<file path="src/shared/ssr_pkg.sv">
// shared constants and helpers for the synthesizer serial register link
package ssr_pkg;
  localparam int WORD_W = 32;
  localparam int NUM_REGS = 6;
  localparam int SYNC_W = 3;
  localparam int CNT_W = 8;
  localparam int BIT_W = 5;

  // register select codes in bits 2:0
  localparam int SEL_MSB = 2;
  localparam logic [2:0] SEL_DIV = 3'h0;
  localparam logic [2:0] SEL_PHASE = 3'h1;
  localparam logic [2:0] SEL_NOISE = 3'h2;
  localparam logic [2:0] SEL_CLKDIV = 3'h3;
  localparam logic [2:0] SEL_OUTPUT = 3'h4;
  localparam logic [2:0] SEL_LOCK = 3'h5;

  // field positions
  localparam int INT_MSB = 30;
  localparam int INT_LSB = 15;
  localparam int NUMER_MSB = 14;
  localparam int NUMER_LSB = 3;
  localparam int MODULUS_MSB = 14;
  localparam int MODULUS_LSB = 3;
  localparam int PRESC_BIT = 27;
  localparam int DBUF_EN_BIT = 13;
  localparam int WORD_MSB = 31;

  // shadowed bit masks
  localparam logic [31:0] SHADOW_MASK_R1 = 32'h07FF_FFF8;
  localparam logic [31:0] SHADOW_MASK_R2 = 32'h03FF_DE00;
  localparam logic [31:0] ODIV_MASK = 32'h0070_0000;

  // reserved handling: bits kept from software, bits forced high
  localparam logic [5:0][31:0] KEEP_MASK = {
    32'h00C0_0007, 32'h00FF_FFFF, 32'h00E5_FFFF,
    32'h7FFF_FFFF, 32'h1FFF_FFFF, 32'h7FFF_FFFF};
  localparam logic [5:0][31:0] FORCE_ONES = {
    32'h0018_0000, 32'h0000_0000, 32'h0000_0000,
    32'h0000_0000, 32'h0000_0000, 32'h0000_0000};

  // integer divide limits per prescaler, and fractional modulus reset value
  localparam logic [15:0] INT_MIN_45 = 16'h0017;
  localparam logic [15:0] INT_MIN_89 = 16'h004B;
  localparam logic [11:0] MODULUS_RESET = 12'hFFF;

  // controller apb map
  localparam int APB_AW = 8;
  localparam logic [7:0] ADDR_TX_WORD = 8'h00;
  localparam logic [7:0] ADDR_CTRL = 8'h04;
  localparam logic [7:0] ADDR_STATUS = 8'h08;
  localparam logic [7:0] ADDR_HALF_PERIOD = 8'h0C;
  localparam int CTRL_GO_BIT = 0;
  localparam int STAT_BUSY_BIT = 0;
  localparam int STAT_SENT_BIT = 1;
  localparam int STAT_REFUSED_BIT = 2;
  localparam logic [7:0] HALF_PERIOD_RESET = 8'h04;

  function automatic logic [31:0] shadow_merge(input logic [31:0] live,
                                               input logic [31:0] held,
                                               input logic [31:0] mask);
    shadow_merge = (live & ~mask) | (held & mask);
  endfunction

  function automatic logic [31:0] fix_reserved(input logic [31:0] w);
    logic [2:0] sel;
    sel = w[SEL_MSB:0];
    if (sel > SEL_LOCK) begin
      fix_reserved = w;
    end else begin
      fix_reserved = (w & KEEP_MASK[sel]) | FORCE_ONES[sel];
    end
  endfunction
endpackage

</file>
<file path="src/shared/ssr_link_if.sv">
// three-wire serial programming link between controller and synthesizer
`timescale 1ns/10ps
interface ssr_link_if;
  logic sclk;
  logic sdata;
  logic load_strobe;
  modport host (output sclk, output sdata, output load_strobe);
  modport device (input sclk, input sdata, input load_strobe);
endinterface

</file>
<file path="src/rtl/ssr_sync.sv">
// two flip-flop synchronizer for asynchronous link inputs
`timescale 1ns/10ps
module ssr_sync #(
  parameter int W = 1
) (
  // clock and reset
  input wire logic sys_clk,
  input wire logic sys_rst,
  // data
  input wire logic [W-1:0] async_in,
  output logic [W-1:0] sync_out
);
  typedef struct packed {
    logic [W-1:0] meta;
    logic [W-1:0] sync;
  } ssr_sync_state_t;

  ssr_sync_state_t s_reg;
  ssr_sync_state_t s_next;

  always_comb begin
    s_next = s_reg;
    s_next.meta = async_in;
    s_next.sync = s_reg.meta;
  end

  always_ff @(posedge sys_clk) begin
    if (sys_rst) begin
      s_reg <= '0;
    end else begin
      s_reg <= s_next;
    end
  end

  assign sync_out = s_reg.sync;
endmodule // ssr_sync

</file>
<file path="src/rtl/ssr_device.sv">
// synthesizer side: serial shift register, latches and shadow staging
// Summary of operation
// - select 000 stores word into register 0
// - integer divide value in bits 30:15
// - 4/5 prescaler integer range 23 to 65535
// - 8/9 prescaler integer at least 75
// - fraction numerator in bits 14:3
// - fraction numerator below fractional modulus
// - shadowed fields activate on register 0 write
// - output divider shadowed only if bit 13
// - shift 32 bits msb first on sclk rise
// - load strobe rise copies into selected latch
// - bits 2:0 select registers 0 to 5
// - register 0 write starts band selection
`timescale 1ns/10ps
module ssr_device (
  // clock and reset
  input wire logic sys_clk,
  input wire logic sys_rst,
  // serial link
  ssr_link_if.device link,
  // active register contents
  output logic [31:0] divider_integer_fraction,
  output logic [31:0] phase_prescaler_modulus,
  output logic [31:0] noise_mux_reference_pump,
  output logic [31:0] clock_divider_band_mode,
  output logic [31:0] output_feedback_band_clock,
  output logic [31:0] lock_pin_mode,
  // decoded loop values
  output logic [15:0] integer_value,
  output logic [11:0] fraction_numerator,
  output logic [11:0] fractional_modulus,
  output logic prescaler_89,
  // events
  output logic divider_register_write,
  output logic band_select_start
);
  typedef struct packed {
    logic sclk_d;
    logic strobe_d;
    logic [31:0] shift;
    logic [5:0][31:0] act;
    logic [31:0] stage_r1;
    logic [31:0] stage_r2;
    logic [31:0] stage_r4;
    logic odiv_pend;
    logic r0_wr;
    logic band_start;
  } ssr_dev_state_t;

  ssr_dev_state_t s_reg;
  ssr_dev_state_t s_next;
  logic [2:0] link_s;
  logic sclk_s;
  logic data_s;
  logic strobe_s;

  // link pins are asynchronous to sys_clk
  ssr_sync #(.W(ssr_pkg::SYNC_W)) i_ssr_sync (
    .sys_clk(sys_clk),
    .sys_rst(sys_rst),
    .async_in({link.sclk, link.sdata, link.load_strobe}),
    .sync_out(link_s)
  );

  assign sclk_s = link_s[2];
  assign data_s = link_s[1];
  assign strobe_s = link_s[0];

  always_comb begin
    logic [31:0] w;
    w = s_reg.shift;
    s_next = s_reg;
    s_next.sclk_d = sclk_s;
    s_next.strobe_d = strobe_s;
    s_next.r0_wr = 1'b0;
    s_next.band_start = 1'b0;
    if (sclk_s && !s_reg.sclk_d) begin
      s_next.shift = {s_reg.shift[ssr_pkg::WORD_MSB-1:0], data_s};
    end
    if (strobe_s && !s_reg.strobe_d) begin
      case (w[ssr_pkg::SEL_MSB:0])
        ssr_pkg::SEL_DIV: begin
          s_next.act[ssr_pkg::SEL_DIV] = w;
          s_next.act[ssr_pkg::SEL_PHASE] = ssr_pkg::shadow_merge(
            s_reg.act[ssr_pkg::SEL_PHASE], s_reg.stage_r1, ssr_pkg::SHADOW_MASK_R1);
          s_next.act[ssr_pkg::SEL_NOISE] = ssr_pkg::shadow_merge(
            s_reg.act[ssr_pkg::SEL_NOISE], s_reg.stage_r2, ssr_pkg::SHADOW_MASK_R2);
          if (s_reg.odiv_pend) begin
            s_next.act[ssr_pkg::SEL_OUTPUT] = ssr_pkg::shadow_merge(
              s_reg.act[ssr_pkg::SEL_OUTPUT], s_reg.stage_r4, ssr_pkg::ODIV_MASK);
          end
          s_next.odiv_pend = 1'b0;
          s_next.r0_wr = 1'b1;
          s_next.band_start = 1'b1;
        end
        ssr_pkg::SEL_PHASE: begin
          s_next.stage_r1 = w;
          s_next.act[ssr_pkg::SEL_PHASE] = ssr_pkg::shadow_merge(
            w, s_reg.act[ssr_pkg::SEL_PHASE], ssr_pkg::SHADOW_MASK_R1);
        end
        ssr_pkg::SEL_NOISE: begin
          s_next.stage_r2 = w;
          s_next.act[ssr_pkg::SEL_NOISE] = ssr_pkg::shadow_merge(
            w, s_reg.act[ssr_pkg::SEL_NOISE], ssr_pkg::SHADOW_MASK_R2);
        end
        ssr_pkg::SEL_CLKDIV: begin
          s_next.act[ssr_pkg::SEL_CLKDIV] = w;
        end
        ssr_pkg::SEL_OUTPUT: begin
          if (s_reg.act[ssr_pkg::SEL_NOISE][ssr_pkg::DBUF_EN_BIT]) begin
            s_next.stage_r4 = w;
            s_next.odiv_pend = 1'b1;
            s_next.act[ssr_pkg::SEL_OUTPUT] = ssr_pkg::shadow_merge(
              w, s_reg.act[ssr_pkg::SEL_OUTPUT], ssr_pkg::ODIV_MASK);
          end else begin
            s_next.odiv_pend = 1'b0;
            s_next.act[ssr_pkg::SEL_OUTPUT] = w;
          end
        end
        ssr_pkg::SEL_LOCK: begin
          s_next.act[ssr_pkg::SEL_LOCK] = w;
        end
        default: begin
          // codes 110 and 111 address nothing
          s_next.shift = s_reg.shift;
        end
      endcase
    end
  end

  always_ff @(posedge sys_clk) begin
    if (sys_rst) begin
      s_reg <= '0;
    end else begin
      s_reg <= s_next;
    end
  end

  assign divider_integer_fraction = s_reg.act[ssr_pkg::SEL_DIV];
  assign phase_prescaler_modulus = s_reg.act[ssr_pkg::SEL_PHASE];
  assign noise_mux_reference_pump = s_reg.act[ssr_pkg::SEL_NOISE];
  assign clock_divider_band_mode = s_reg.act[ssr_pkg::SEL_CLKDIV];
  assign output_feedback_band_clock = s_reg.act[ssr_pkg::SEL_OUTPUT];
  assign lock_pin_mode = s_reg.act[ssr_pkg::SEL_LOCK];
  assign integer_value = s_reg.act[ssr_pkg::SEL_DIV][ssr_pkg::INT_MSB:ssr_pkg::INT_LSB];
  assign fraction_numerator =
    s_reg.act[ssr_pkg::SEL_DIV][ssr_pkg::NUMER_MSB:ssr_pkg::NUMER_LSB];
  assign fractional_modulus =
    s_reg.act[ssr_pkg::SEL_PHASE][ssr_pkg::MODULUS_MSB:ssr_pkg::MODULUS_LSB];
  assign prescaler_89 = s_reg.act[ssr_pkg::SEL_PHASE][ssr_pkg::PRESC_BIT];
  assign divider_register_write = s_reg.r0_wr;
  assign band_select_start = s_reg.band_start;
endmodule // ssr_device

</file>
<file path="src/flat_wrapper.sv">
// flat-port wrapper written by rule: the top's interface ports become plain ports
module ssr_device_flat 
  (sys_clk, sys_rst, divider_integer_fraction, phase_prescaler_modulus, noise_mux_reference_pump, clock_divider_band_mode, output_feedback_band_clock, lock_pin_mode, integer_value, fraction_numerator, fractional_modulus, prescaler_89, divider_register_write, band_select_start, link_sclk, link_sdata, link_load_strobe);
  ssr_link_if link_i ();
  input wire logic sys_clk;
  input wire logic sys_rst;
  output logic [31:0] divider_integer_fraction;
  output logic [31:0] phase_prescaler_modulus;
  output logic [31:0] noise_mux_reference_pump;
  output logic [31:0] clock_divider_band_mode;
  output logic [31:0] output_feedback_band_clock;
  output logic [31:0] lock_pin_mode;
  output logic [15:0] integer_value;
  output logic [11:0] fraction_numerator;
  output logic [11:0] fractional_modulus;
  output logic prescaler_89;
  output logic divider_register_write;
  output logic band_select_start;
  input wire logic [$bits(link_i.sclk)-1:0] link_sclk;
  input wire logic [$bits(link_i.sdata)-1:0] link_sdata;
  input wire logic [$bits(link_i.load_strobe)-1:0] link_load_strobe;
  assign link_i.sclk = link_sclk;
  assign link_i.sdata = link_sdata;
  assign link_i.load_strobe = link_load_strobe;
  ssr_device u_core (.sys_clk(sys_clk), .sys_rst(sys_rst), .link(link_i), .divider_integer_fraction(divider_integer_fraction), .phase_prescaler_modulus(phase_prescaler_modulus), .noise_mux_reference_pump(noise_mux_reference_pump), .clock_divider_band_mode(clock_divider_band_mode), .output_feedback_band_clock(output_feedback_band_clock), .lock_pin_mode(lock_pin_mode), .integer_value(integer_value), .fraction_numerator(fraction_numerator), .fractional_modulus(fractional_modulus), .prescaler_89(prescaler_89), .divider_register_write(divider_register_write), .band_select_start(band_select_start));
endmodule
</file>
<file path="config.mk">
export PLATFORM = sky130hd
export DESIGN_NAME = ssr_device_flat
export DESIGN_NICKNAME = d
export VERILOG_FILES = /design/src/shared/ssr_pkg.sv /design/src/shared/ssr_link_if.sv /design/src/rtl/ssr_sync.sv /design/src/rtl/ssr_device.sv /design/src/flat_wrapper.sv
export SDC_FILE = /design/constraint.sdc
export NUM_CORES = 1
export LEC_CHECK = 0
export BUFFER_PORTS_ARGS = -buffer_cell sky130_fd_sc_hd__buf_2
export CELL_PAD_IN_SITES_DETAIL_PLACEMENT = 1
export CELL_PAD_IN_SITES_GLOBAL_PLACEMENT = 2
export CORE_MARGIN = 2
export CORE_UTILIZATION = 37
export CTS_BUF_LIST = sky130_fd_sc_hd__clkbuf_8
export CTS_CLUSTER_SIZE = 28
export DETAILED_ROUTE_END_ITERATION = 8
export PLACE_DENSITY = 0.94
export REMOVE_ABC_BUFFERS = 1
export SKIP_LAST_GASP = 1
export SYNTH_ARGS = -nofsm -noshare
export SYNTH_HDL_FRONTEND = slang
export SYNTH_HIERARCHICAL = 1
export SYNTH_SLANG_ARGS = --single-unit
</file>
<file path="constraint.sdc">
create_clock -name sys_clk -period 4.55 [get_ports sys_clk]
set_input_delay 0.2275 -clock sys_clk [delete_from_list [all_inputs] [get_ports sys_clk]]
set_output_delay 0.2275 -clock sys_clk [all_outputs]
set_load 0.02 [all_outputs]
</file>
==> results_dict.tcl, run 1 <==
set metrics [dict create \
    cts_buffers 49 \
    seq_area_frac_synth 0.469 \
    synthAdderAreaFrac 0 \
    yosys.area_share.simple 0.123 \
    arrival_ns 3.01 \
    clkLatencyLatePin_ns 0.56 \
    synth.top_cell.area_share 0.469 \
    leakage_nw 5.36 \
    path_clk_slew_ns 0.05 \
    grt_max_degree 99 \
    fin_area_mm2 0.0124 \
    grt_usage 0.188 \
    post-route-period-util 0.558 \
    clkPwrFrac 0.460 \
    synth.area.top_cells "dfxtp_1 (47%), buf_4 (15%), mux2i_1 (7.6%), a21oi_1 (6.6%), nand3_1 (6.6%)" \
    vias_per_cell 5.21 \
    grt_overflow 0 \
    drt_iter0_drc 521 \
    fin_nets 1310 \
    postCtsResizedCells 0 \
    die_x_um 183 \
    worst_slew_pin_slew_ns 1.13 \
    required_ns 5.02 \
    fmaxAchievable_mhz 394 \
    worst-setup-path-type "reg -> reg" \
    drc 0 \
    grt_pass1_wl_mm 50.3 \
    core_area_mm2 0.0315 \
    final_common_cell "dfxtp_1" \
    slew_violations 0 \
    final_util 0.396 \
    num_rows 65 \
    dr.pass1.iters 4 \
    synthCells 1337 \
    place_hpwl_mm 19.6 \
    switching_share 0.232 \
    routedWlPerCell_um 18.5 \
    fin_cells 1734 \
    status "finished clean" \
    post_cts_buffers 0 \
    yosys_warnings 6 \
    cp-start-kind "flip-flop" \
    die-height_um 183 \
    muxShareOfSynthArea 0.0762 \
    intPower_mw 3.67 \
    max_cap_viol_count 0 \
    finalSetupViolCount 0 \
    ant_nets 0 \
    drive_gt1_frac 0.248 \
    combPwrFrac 0.029 \
    worst_clock_skew_ns 0.0134 \
    power.density_mw_per_mm2 383 \
    worstSetupEndpointType "flip-flop" \
    avgSynthCellArea_um2 8.84 \
    place.gp.congestion 0.749 \
    insertedDiodeCount 0 \
    slew_headroom 0.250 \
    cts-root-buf "clkbuf_8" \
    place_area_mm2 0.0115 \
    grt_pass1_vias 9138 \
    dpl.cell_count 1650 \
    htreeDepth 2 \
    drt_wl_total_mm 32.0 \
    clk_path_buf_depth 3 \
    syn_area_mm2 0.0118 \
    start_util 0.376 \
    finalCriticalPeriod_ns 2.54 \
    synth_xor_area_frac 0 \
    clkSinkCount 277 \
    ys_types 30 \
    layout_common_cells "dfxtp_1 (277), buf_2 (238), a21oi_1 (156)" \
    power_switching_mw 1.10 \
    numPortBuffers 239 \
    dr_total_vias 9031 \
    multi_input_area_mm2 0.00408 \
    antenna_found_initial 0 \
    synth.largest_area_cell "dfxtp_1" \
    dieArea_mm2 0.0334 \
    regArea_mm2 0.00555 \
    io-pin-count 240 \
    fill_cells 3692 \
    hold_violations 0 \
    syn_to_final_growth_pct 5.33 \
    largest_reg_flops 78 \
    hp-class "in -> reg" \
    p_seq_frac 0.511 \
    synth_top_family_by_area "buffers and inverters" \
    rsz0062_at_grt "no" \
    ir_drop_mv 0.222 \
    cts_tree "done" \
    synth_compound_area_frac 0.142 \
    ys_ff_latch 277 \
    crit_fanout 26 \
]
-- path summary, 6_finish.rpt --
kind	from	end	slack, ns	cells after the start
max	u_core/s_reg[293]$_SDFFE_PP0P_	u_core/clock_divider_band_mode[10]$_SDFFE_PP0P_	2.01	3
min	link_sdata	u_core/i_ssr_sync/s_next[1]$_SDFF_PP0_	0.43	3
max reg2reg	u_core/s_reg[293]$_SDFFE_PP0P_	u_core/clock_divider_band_mode[10]$_SDFFE_PP0P_	2.01	3
min reg2reg	u_core/i_ssr_sync/sync_out[1]$_SDFF_PP0_	u_core/s_reg[291]$_SDFFE_PP0P_	0.43	2
-- cells in the mapped netlist --
| cell type | number |
|---|---|
| o21ai_0 | 143 |
| a21o_1 | 1 |
| nor2b_1 | 13 |
| o21a_1 | 7 |
| buf_1 | 9 |
| a2111oi_0 | 3 |
| dfxtp_1 | 277 |
| nor3b_2 | 2 |
| clkbuf_1 | 69 |
| buf_6 | 1 |
| buf_2 | 25 |
| or2_1 | 1 |
| nand3_1 | 155 |
| nand3b_1 | 3 |
| a21oi_1 | 156 |
| nor2_1 | 5 |
| o221a_2 | 1 |
| nor3_1 | 1 |
| inv_1 | 5 |
| mux2i_1 | 90 |
| a211oi_1 | 4 |
| and3b_1 | 4 |
| and3_1 | 4 |
| or4b_4 | 1 |
| nor3b_1 | 8 |
| buf_4 | 238 |
| o21ai_1 | 11 |
| or3b_1 | 1 |
| nand2b_1 | 4 |
| nand2_1 | 95 |
-- logic make-up after synthesis --
logic type / after synthesis
buffers and inverters: 347
muxes: 90
and+or+nand+nor: 297
DFF: 277
AOI/OAI and AO/OA: 326
-- layout make-up --
cell class | count | share of cell area
Sequential cell | 277 | 0.445
Multi-Input combinational cell | 713 | 0.328
Timing Repair Buffer | 259 | 0.111
Clock buffer | 59 | 0.0652
Tap cell | 402 | 0.0404
Clock inverter | 19 | 0.00844
Inverter | 5 | 0.00171
-- critical path, cell delays in order (launching register included) --
cell and delay (ns):
dfxtp_1 0.46, nor3b_4 0.77, and3_2 0.93, mux2i_1 0.28
-- power by group through the flow --
stage | Clock (mW) | Sequential (mW) | Combinational (mW)
2_1_floorplan | 0 | 2.49 | 0.0599
3_3_place_gp | 0 | 2.49 | 0.137
3_5_place_dp | 0 | 2.49 | 0.138
4_1_cts | 2.27 | 2.44 | 0.142
5_1_grt | 2.37 | 2.44 | 0.152
6_report | 2.19 | 2.44 | 0.140
-- metal layers --
layer / vias up / wire (um) / track usage
li1: 4274 / - / -
met1: 4457 / 14300 / 0.239
met2: 252 / 15100 / 0.317
met3: 48 / 1920 / 0.0457
met4: 0 / 658 / 0.0513
met5: - / 0 / 0
-- stage by stage --
stage	total power, mW	hold WS (ns)	worst slack [ns]	setup TNS, ns
floorplan	2.55	0.297	-1.34	-41.37
global placement	2.63	0.427	2.12	0
detailed placement	2.63	0.427	1.99	0
CTS	4.85	0.396	1.98	0
global route	4.96	0.438	1.85	0
finish	4.77	0.427	2.01	0
-- repair_timing --
item                                    in CTS  in global routing
hold endpoints to repair                    18                  0
endpoints found under the setup margin       0                  0
hold buffers                                 6                  0
(Power assumes the default switching activity.)
==> run 2, diff against run 1 <==
Settings changed: CORE_UTILIZATION 37 to 34, PLACE_DENSITY 0.94 to 0.88.
Clock period 4.55 ns to 2.35 ns, I/O delays scaled along.
==> run 2 against run 1 <==
Effect of this change:
- first-iteration DRC count fell by 9.4%
- die area rose by 8.6%
- largest cell class unchanged
- register-to-register slack got worse by 1.6 ns
- clock power rose by 95%
- sequential power rose by 93%
- sequential share of layout area fell by 0.97 points
- largest power group unchanged
- non-clock buffer count rose by 12
- combinational power rose by 120%
- worst setup slack got worse by 1.6 ns
==> results_dict.tcl, run 2 (synthesis results as in run 1) <==
set metrics [dict create \
    status "finished clean" \
    dr.pass1.iters 6 \
    required_ns 2.73 \
    post_cts_buffers 0 \
    slew_headroom 0.427 \
    grt_overflow 0 \
    syn_to_final_growth_pct 7.68 \
    postCtsResizedCells 0 \
    post-place-ws_ns 0.447 \
    dr_total_vias 9104 \
    leakage_nw 5.50 \
    hp-start "sys_rst" \
    largest_reg_flops 78 \
    worstReg2RegStart "u_core/s_reg[292]$_SDFFE_PP0P_" \
    grt_pass1_wl_mm 50.7 \
    worst_slew_pin_slew_ns 0.860 \
    numPortBuffers 239 \
    cpLargestDelayFamily "compound AO/OA/AOI/OAI gates" \
    clk_path_buf_depth 3 \
    hp-class "in -> reg" \
    fin_nets 1321 \
    cpPeakStageDelay_ns 0.64 \
    crit_path_top_delay_cell "or4b_4" \
    fmaxAchievable_mhz 512 \
    finalSetupViolCount 0 \
    crit_fanout 12 \
    timing.rr.end "u_core/output_feedback_band_clock[21]$_SDFFE_PP0P_" \
    place.gp.congestion 0.730 \
    holdPathEnd "u_core/clock_divider_band_mode[1]$_SDFFE_PP0P_" \
    finalCriticalPeriod_ns 1.95 \
    grt_pass1_vias 9010 \
    die-height_um 190 \
    worst-setup-path-type "reg -> reg" \
    drive_gt1_frac 0.254 \
    rsz0062_at_grt "no" \
    num_rows 68 \
    layout_common_cells "dfxtp_1 (277), buf_2 (238), a21oi_1 (156)" \
    vias_per_cell 5.04 \
    start_util 0.344 \
    path_clk_slew_ns 0.05 \
    cts_tree "done" \
    routed-wl-met3_mm 2.27 \
    fin_ws_ns 0.396 \
    grt_usage 0.176 \
    fin_area_mm2 0.0127 \
    wl_met1_mm 14.9 \
    worstSetupEndpointType "flip-flop" \
    place_hpwl_mm 20.2 \
    core_area_mm2 0.0344 \
    post-route-period-util 0.832 \
    grt_max_degree 177 \
    path_buf_inv 0 \
    crit_path_cell_trace "or4b_4 > a2111oi_0 > a211oi_1" \
    drt_wl_total_mm 32.7 \
    dieArea_mm2 0.0363 \
    io-pin-count 240 \
    worst_clock_skew_ns 0.0184 \
    met2WireLength_mm 14.9 \
    r2r_slack_ns 0.40 \
    slew_violations 0 \
    cp-start-kind "flip-flop" \
    ctsHoldBuffers 3 \
    final_common_cell "dfxtp_1" \
    reg2regPathDepth 3 \
    routedWlPerCell_um 18.1 \
    fill_cells 4060 \
    die_x_um 190 \
    hold_depth 3 \
    top_layer_used "met4" \
    ant_nets 0 \
    cts-root-buf "clkbuf_8" \
    clkSinkCount 277 \
    htreeDepth 2 \
    insertedDiodeCount 0 \
    cts_buffers 48 \
    clkLatencyLatePin_ns 0.56 \
    arrival_ns 2.34 \
    drt_iter0_drc 472 \
    drc 0 \
    hold_violations 0 \
    power.density_mw_per_mm2 731 \
    place_area_mm2 0.0118 \
    antenna_found_initial 0 \
    ir_drop_mv 0.399 \
    max_cap_viol_count 0 \
]
run 2: stage by stage:
| stage | total power, mW | TNS [ns] | cells | utilization | hold slack (ns) |
|---|---|---|---|---|---|
| 6_report | 9.30 | 0 | 1805 | 0.370 | 0.0516 |
| 5_1_grt | 9.70 | 0 | 1805 | 0.370 | 0.0526 |
| 3_5_place_dp | 5.12 | 0 | 1718 | 0.342 | 0.342 |
| 4_1_cts | 9.44 | 0 | 1805 | 0.370 | 0.0278 |
| 3_3_place_gp | 5.12 | 0 | 1718 | 0.342 | 0.335 |
| 2_1_floorplan | 4.93 | -391.84 | 995 | - | 0.187 |
run 2: final cells by class:
cell class,instances,area (um^2),share of cell area
Multi-Input combinational cell,713,4080,0.321
Inverter,5,21.3,0.00167
Clock inverter,28,163,0.0128
Tap cell,455,569,0.0447
Clock buffer,56,771,0.0606
Sequential cell,277,5550,0.436
Timing Repair Buffer,271,1580,0.124
run 2: layer usage:
metal / GRT usage / vias to the layer above
met2: 0.288 / 249
met4: 0.0504 / 0
li1: - / 4304
met3: 0.0478 / 50
met1: 0.227 / 4501
met5: 0 / -
run 2: how the worst max path moves through the flow:
stage          slack [ns]                                            endpoint  depth (start not counted)                      startpoint
6_report             0.40  u_core/output_feedback_band_clock[21]$_SDFFE_PP0P_                          3  u_core/s_reg[292]$_SDFFE_PP0P_
5_1_grt              0.31   u_core/output_feedback_band_clock[3]$_SDFFE_PP0P_                          4  u_core/s_reg[292]$_SDFFE_PP0P_
4_1_cts              0.45   u_core/output_feedback_band_clock[3]$_SDFFE_PP0P_                          4  u_core/s_reg[292]$_SDFFE_PP0P_
3_5_place_dp         0.45   u_core/output_feedback_band_clock[3]$_SDFFE_PP0P_                          4  u_core/s_reg[292]$_SDFFE_PP0P_
3_3_place_gp         0.55   u_core/output_feedback_band_clock[6]$_SDFFE_PP0P_                          4  u_core/s_reg[292]$_SDFFE_PP0P_
2_1_floorplan       -3.54     u_core/noise_mux_reference_pump[0]$_SDFFE_PP0P_                          3  u_core/s_reg[293]$_SDFFE_PP0P_
run 2: worst reg2reg max path: stages (launching register included):
cell	delay, ns
dfxtp_1	0.50
or4b_4	0.65
a2111oi_0	0.52
a211oi_1	0.13
run 2: power breakdown:
part	internal (mW)	total, mW	switching [mW]
Combinational	0.0717	0.304	0.232
Sequential	4.71	4.72	0.0111
Clock	2.37	4.28	1.91
Total	7.15	9.30	2.15
